$ cat src/common/itm_pkg.sv
// package: constants and types for the instruction timing model
package itm_pkg;

    // fetch sources
    typedef enum logic [1:0] {
        ITM_SRC_ROM,
        ITM_SRC_RAM,
        ITM_SRC_EXT
    } itm_src_t;

    // instruction classes
    typedef enum logic [3:0] {
        ITM_CLS_PLAIN,
        ITM_CLS_COND_BRANCH,
        ITM_CLS_FIXED_BRANCH,
        ITM_CLS_MUL,
        ITM_CLS_DIV,
        ITM_CLS_MOV_DISP16
    } itm_cls_t;

    // external access kinds, highest priority first in the arbiter
    typedef enum logic [1:0] {
        ITM_ACC_NONE,
        ITM_ACC_WRITE,
        ITM_ACC_FETCH,
        ITM_ACC_READ
    } itm_acc_t;

    // clock: 20 MHz core clock, one state is two oscillator periods
    localparam int ITM_CLK_MHZ = 20;
    localparam int ITM_OSC_PER_STATE = 2;
    localparam int ITM_STATE_DIV = ITM_OSC_PER_STATE;

    // minimum state counts from internal rom
    localparam logic [7:0] ITM_ST_PLAIN = 8'h02;
    localparam logic [7:0] ITM_ST_BRANCH = 8'h04;
    localparam logic [7:0] ITM_ST_BR_SHORT = 8'h02;
    localparam logic [7:0] ITM_ST_MUL = 8'h0A;
    localparam logic [7:0] ITM_ST_DIV = 8'h14;
    localparam logic [7:0] ITM_ST_MOV_DISP = 8'h04;
    localparam logic [7:0] ITM_ST_ROM_BASE = 8'h02;

    // internal ram penalties
    localparam logic [7:0] ITM_RAM_ADD_2B = 8'h04;
    localparam logic [7:0] ITM_RAM_ADD_4B = 8'h06;

    // external access cycle composition
    localparam logic [7:0] ITM_ACT_BASE_DEMUX = 8'h02;
    localparam logic [7:0] ITM_ACT_BASE_MUX = 8'h03;
    localparam logic [7:0] ITM_MCW_MAX = 8'h0F;
    localparam logic [7:0] ITM_TSW_MAX = 8'h01;

    // pipeline fill offset and pipeline penalty steps
    localparam logic [7:0] ITM_FILL_OFFSET = 8'h06;
    localparam logic [7:0] ITM_PIPE_HALF = 8'h01;
    localparam logic [7:0] ITM_PIPE_FULL = 8'h02;

    // reset values
    localparam logic [15:0] ITM_TOTAL_RST = 16'h0000;
    localparam logic [7:0] ITM_COUNT_RST = 8'h00;

    // system configuration fields relevant to timing
    typedef struct packed {
        logic [3:0] memory_cycle_wait_field;
        logic tristate_wait_field;
        logic bus_mux;
        logic bus_8bit;
    } itm_cfg_t;

    // one instruction handed to the model
    typedef struct packed {
        itm_src_t src;
        itm_cls_t cls;
        logic four_byte;
        logic short_case;
        logic cache_inject;
        logic [1:0] pipe_ext;
        logic [7:0] add_states;
        logic [3:0] add_acts;
    } itm_instr_t;

    // external access requests from the pipeline stages
    typedef struct packed {
        logic wr_req;
        logic fetch_req;
        logic rd_req;
    } itm_req_t;

endpackage

$ cat src/hw/itm_bus_ctrl.sv
// external bus controller: arbitrates and times external access cycles
`timescale 1ns/10ps

module itm_bus_ctrl
    import itm_pkg::*;
(
    // clock, reset and state enable
    input wire logic i_core_clk,
    input wire logic i_rst_b,
    input wire logic i_state_en,
    // requests and cycle length
    input wire itm_req_t i_req,
    input wire logic [7:0] i_act_states,
    // status
    output logic o_busy,
    output itm_acc_t o_grant,
    output logic o_done
);

    logic [7:0] cnt_ff;
    logic busy_ff;
    itm_acc_t grant_ff;
    logic done_ff;
    itm_acc_t nxt_grant;

    assign o_busy = busy_ff;
    assign o_grant = grant_ff;
    assign o_done = done_ff;

    // write first, then fetch, then read
    always_comb begin
        nxt_grant = ITM_ACC_NONE;
        if (i_req.wr_req) begin
            nxt_grant = ITM_ACC_WRITE;
        end else if (i_req.fetch_req) begin
            nxt_grant = ITM_ACC_FETCH;
        end else if (i_req.rd_req) begin
            nxt_grant = ITM_ACC_READ;
        end
    end

    // runs concurrently with the core, counting states of each access
    always_ff @(posedge i_core_clk or negedge i_rst_b) begin
        if (!i_rst_b) begin
            cnt_ff <= ITM_COUNT_RST;
            busy_ff <= 1'b0;
            grant_ff <= ITM_ACC_NONE;
            done_ff <= 1'b0;
        end else begin
            done_ff <= 1'b0;
            if (i_state_en) begin
                if (!busy_ff) begin
                    if (nxt_grant != ITM_ACC_NONE) begin
                        busy_ff <= 1'b1;
                        grant_ff <= nxt_grant;
                        cnt_ff <= i_act_states - 8'h01;
                    end
                end else if (cnt_ff == ITM_COUNT_RST) begin
                    busy_ff <= 1'b0;
                    done_ff <= 1'b1;
                    grant_ff <= ITM_ACC_NONE;
                end else begin
                    cnt_ff <= cnt_ff - 8'h01;
                end
            end
        end
    end

endmodule

$ cat config.mk
export PLATFORM = sky130hd
export DESIGN_NAME = itm_bus_ctrl
export DESIGN_NICKNAME = d
export VERILOG_FILES = /design/src/common/itm_pkg.sv /design/src/hw/itm_bus_ctrl.sv
export SDC_FILE = /design/constraint.sdc
export NUM_CORES = 1
export LEC_CHECK = 0
export BUFFER_PORTS_ARGS = -buffer_cell sky130_fd_sc_hd__buf_4
export CORE_UTILIZATION = 35
export CTS_CLUSTER_SIZE = 24
export DETAILED_ROUTE_END_ITERATION = 8
export PLACE_DENSITY = 0.69
export SLEW_MARGIN = 20
export SYNTH_ARGS = -nofsm -noshare
export SYNTH_HDL_FRONTEND = slang
export SYNTH_SLANG_ARGS = --single-unit
$ cat constraint.sdc
create_clock -name i_core_clk -period 2.25 [get_ports i_core_clk]
set_input_delay 0.1125 -clock i_core_clk [delete_from_list [all_inputs] [get_ports i_core_clk]]
set_output_delay 0.1125 -clock i_core_clk [all_outputs]
set_load 0.005 [all_outputs]
### After elaboration in Yosys (flattened, before gate mapping)

Index checks and enable logic that the tools add are counted.
Widths: inputs -> output; s select.

| operators by class | value |
|---|---|
| reduce and logical (&&, ||, !) cells | 5 |
| $add $sub $neg | 2 |
| multiplexer cells | 15 |
| eq/ne operators | 2 |

Operators by type and width:

| kind | count |
|---|---|
| $mux 8 | 3 |
| $sub 8x1->8 const B | 2 |
| $mux 2 | 6 |
| $logic_not 8->1 | 1 |
| $mux 1 | 6 |
| $reduce_and 3->1 | 2 |
| $reduce_bool 2->1 | 2 |
| $ne 2x1->1 const B | 1 |
| $ne 2x2->1 const B | 1 |

| storage, ports and cells | value |
|---|---|
| logic and storage cells | 28 |
| bits of input ports | 14 |
| bits in registers | 12 |

### Depth between registers and ports, before layout

| logic depth | value |
|---|---|
| depth after elaboration | 6 |
| gate-level depth with buffers | 10 |
| gate-level depth less buffers | 7 |

### Worst setup path before layout

No wires, ideal clock.

| timing path | value |
|---|---|
| kind | register -> register |
| from | register busy_ff (netlist: o_busy) |
| to | register cnt_ff[6] |
| period minus slack after synthesis | 2.358 ns |
| slack | -0.108 ns |
| cell stages (with the launch flop) | 11 |
| data arrival time | 2.262 ns |
| library setup time | 0.096 ns |
| cell sequence | dfrtp_1 -> buf_6 -> buf_6 -> clkbuf_1 -> mux2i_1 -> ha_1 -> and4bb_2 -> o22a_2 -> xor2_1 -> nor2_1 -> nor4_2 |

| on the way | value |
|---|---|
| longest elaborated chain between the ends | 2 |
| elaborated cells between the ends (all ways) | 4 |
| those cells by class | 1 x eq/ne; 1 x mux; 2 x reduce/logical |

Ends and longest elaborated chain:

| what | line | source |
|---|---|---|
| start, declared | itm_bus_ctrl.sv:21 | `logic busy_ff;` |
| start signal, assigned | itm_bus_ctrl.sv:46 | `busy_ff <= 1'b0;` |
| start signal, assigned | itm_bus_ctrl.sv:54 | `busy_ff <= 1'b1;` |
| start signal, assigned | itm_bus_ctrl.sv:59 | `busy_ff <= 1'b0;` |
| $ne 2x2->1 (no source line) or $reduce_bool 2->1 (tied branches) | - |  |
| $reduce_and 3->1 (no source line) | - |  |
| end signal, assigned | itm_bus_ctrl.sv:56 | `cnt_ff <= i_act_states - 8'h01;` |
| end signal, assigned | itm_bus_ctrl.sv:63 | `cnt_ff <= cnt_ff - 8'h01;` |
| end, declared | itm_bus_ctrl.sv:20 | `logic [7:0] cnt_ff;` |

Several ways; a longest one is shown, not always the timed one.
A chain may end at the register's enable or synchronous reset.

### Worst setup path after layout

Same ends and word-level chain as after synthesis.

==> impl_metrics.csv <==
group,metric,value,unit
flow_run,maxCapViolations,0,
clock_network,htree_levels,1,
logic_synthesis,syn_inst,99,
cells_and_area,nets,134,
logic_synthesis,avgSynthCellArea,9.64,sq um
routing,drt_pre_antenna_iters,4,
pwr,power_frac_seq,35.6,%
routing,drcViolationCount,0,
clock_network,path_clk_slew,0.08,ns
clock_network,post-cts-setup-buffers,0,
timing,fin_crit,2.03,ns
logic_synthesis,yosys_warnings,0,
setup_path,reg2reg_to,"cnt_ff[6]$_DFFE_PN0P_",
setup_path,critPathMaxStageDelay,0.40,ns
timing,final-setup-viol-count,0,
floorplan,die_height,54.2,um
timing,drv_slew,0,
pwr,p_sw_share,42.5,%
routing,routedWlPerCell,14.7,um
logic_synthesis,yosysSeqAreaShare,31.5,%
pwr,ir_drop,0.569,mV
clock_network,cts_tree,"done",
routing,vias_per_cell,5.64,
global_routing,antenna_found_initial,0,
worst_hold_path,whs_endpoint,"o_busy$_DFFE_PN0P_",
clock_network,clockBufferDepth,2,
global_routing,grt_pass1_vias,798,
pwr,clock_power_share,14.4,%
setup_path,cp_max_fo,7,
timing,final_hold_viol_count,0,
setup_path,cp.arrival,2.21,ns
cells_and_area,layout_commonest_cell,"buf_4",
setup_path,start_kind,"flip-flop",
cells_and_area,syn2layout_area_growth,19.7,%
logic_synthesis,async_flop_share,100,%
global_routing,grt_max_degree,26,
global_routing,overflow,0,
timing,rsz0062_at_grt,"no",
pwr,p_sw,0.000511,W
clock_network,ctsRootBufferMaster,"clkbuf_4",
timing,fmax,492,MHz
setup_path,slowest_stage,"dfrtp_1",
setup_path,reg2reg_slack,0.22,ns
routing,num_vias,835,
cells_and_area,drive_gt1_share,33.1,%
setup_path,r2r_start,"o_busy$_DFFE_PN0P_",
setup_path,cp_cell_sequence,"mux2i_1 > ha_1 > nor4b_2 > o22a_2 > xor2_1 > nor2_1 > nor4_2",
timing,skew,0.00384,ns
global_routing,grt_pass1_wl,3.65,mm
setup_path,end_kind,"flip-flop",
placement,dpl.hpwl,1.63,mm
pwr,comb_power_share,50.0,%
worst_hold_path,hold_path_class,"in -> reg",
logic_synthesis,synth_nets,114,
pwr,p_int,0.000691,W
global_routing,grt_use_total,17.3,%
logic_synthesis,synth_edf_count,0,
setup_path,critPathKind,"reg -> reg",
timing,worst_pin_slew,0.525,ns
cells_and_area,antennaDiodeCount,0,
floorplan,ioPinCount,18,
pwr,p_leak,0.483,nW
worst_hold_path,hold_path_depth,2,
floorplan,coreArea,2520,sq um
placement,port_buffers,17,
cells_and_area,most-common-layout-cells,"18 x buf_4, 12 x dfrtp_1, 10 x nor2_1",
logic_synthesis,ys_ff_latch,12,
setup_path,cp.required,2.43,ns
floorplan,rows,18,
routing,drtIter0Drc,11,
cells_and_area,fin_util,45.3,%
routing,antenna_left,0,
clock_network,cts_made_buffers,3,
status,outcome,"finished clean",
placement,globalplace.congestion,0.799,
timing,tns,0,ns
floorplan,dieArea,2940,sq um
timing,timing.final.crit_share,90.3,%
timing,maxSlewHeadroom,64.9,%
clock_network,numClockSinks,12,
worst_hold_path,hold_start,"i_state_en",
logic_synthesis,synth_cell_types,39,
floorplan,start_util,37.8,%
pwr,power.density,1050,nW/um^2
logic_synthesis,syn_area,955,sq um
routing,routed_wl,2.17,mm
clock_network,cts.repair.resized,0,
setup_path,reg2regPathDepth,7,
clock_network,worstSkewPairLatency,0.28,ns
floorplan,die_x,54.2,um
logic_synthesis,ys_dominant_reg_cell,"dfrtp_1",
-- logic make-up after synthesis --
family / share of synthesized area [%]
compound gates: 19.3
flops: 31.5
buf+inv: 4.85
xor+xnor: 5.50
fa+ha+maj: 1.31
mux: 5.77
simple gates: 31.8
-- worst max-delay path, delay by kind of cell, from the launching register on --
family	cells	cell delay [ns]
XOR/XNOR	1	0.15
multiplexers	1	0.28
adder cells (fa/ha/maj)	1	0.33
flip-flops	1	0.40
AND/OR/NAND/NOR	3	0.58
AO/OA/AOI/OAI	1	0.20
-- state kept, by name, summed over array words and instances, names as in the netlist --
signal   count
cnt_ff       8
o_busy       1
o_done       1
o_grant      2
-- per-layer routing --
layer | up-vias | track usage, % | part of all wire (%)
li1 | 404 | - | -
met1 | 406 | 21.4 | 43
met2 | 18 | 29.3 | 51
met3 | 7 | 4.17 | 3.2
met4 | 0 | 5.56 | 2.3
met5 | - | 0 | 0
-- stage by stage --
| step | hold WS [ns] | cells | instance area, sq um | power, W | worst slack, ns |
|---|---|---|---|---|---|
| final | 0.126 | 148 | 1140 | 0.00120 | 0.218 |
| after floorplan | -0.183 | 99 | 956 | 0.000870 | 0.0147 |
| after CTS | 0.114 | 148 | 1140 | 0.00121 | 0.206 |
| after detailed placement | -0.0372 | 143 | 1100 | 0.00103 | 0.237 |
| after global placement | -0.0386 | 143 | 1100 | 0.00100 | 0.350 |
| after global routing | 0.123 | 148 | 1140 | 0.00130 | 0.0133 |
-- power by group through the flow --
stage,clock [W],combinational (W),sequential [W]
global route,0.000185,0.000671,0.000443
detailed placement,0,0.000595,0.000432
global placement,0,0.000581,0.000420
CTS,0.000178,0.000602,0.000428
floorplan,0,0.000466,0.000404
finish,0.000173,0.000601,0.000428
-- how the worst max path moves through the flow --
stage                             to  slack [ns]          startpoint  cells past startpoint
5_1_grt        cnt_ff[6]$_DFFE_PN0P_        0.01  o_busy$_DFFE_PN0P_                      7
2_1_floorplan  cnt_ff[6]$_DFFE_PN0P_        0.01  o_busy$_DFFE_PN0P_                     10
6_report       cnt_ff[6]$_DFFE_PN0P_        0.22  o_busy$_DFFE_PN0P_                      7
3_5_place_dp   cnt_ff[6]$_DFFE_PN0P_        0.24  o_busy$_DFFE_PN0P_                      7
4_1_cts        cnt_ff[6]$_DFFE_PN0P_        0.21  o_busy$_DFFE_PN0P_                      7
3_3_place_gp   cnt_ff[7]$_DFFE_PN0P_        0.35  o_busy$_DFFE_PN0P_                      6
-- cell type report --
class                      instances  area, sq um
multi-input combinational         79          608
fill                             251         1380
sequential                        12          300
timing repair buffer              19          145
tap                               30         37.5
clock buffer                       4         36.3
inverter                           4         15.0
-- Yosys cell counts (2+ instances only) --
master    count  area share [%]
nand3_1       2             1.0
inv_1         4             1.6
dfrtp_1      12              31
a211oi_1      2             1.6
nor2_1       10             3.9
nor3b_2       2             2.6
o21ai_0       6             3.1
nor4b_2       2             3.1
xor2_1        2             1.8
a21oi_1       4             2.1
buf_6         2             2.4
nand2_1       9             3.5
a221oi_1      2             1.8
nand3b_1      3             2.4
mux2i_1       4             4.2
xnor2_1       4             3.7
nor3_1        7             3.7
-- what timing repair did --
item,in CTS,in global routing
hold buffers,1,0
endpoints found under the setup margin,0,0
hold endpoints to repair,12,0
No activity file was read; power rests on OpenSTA's default activity.
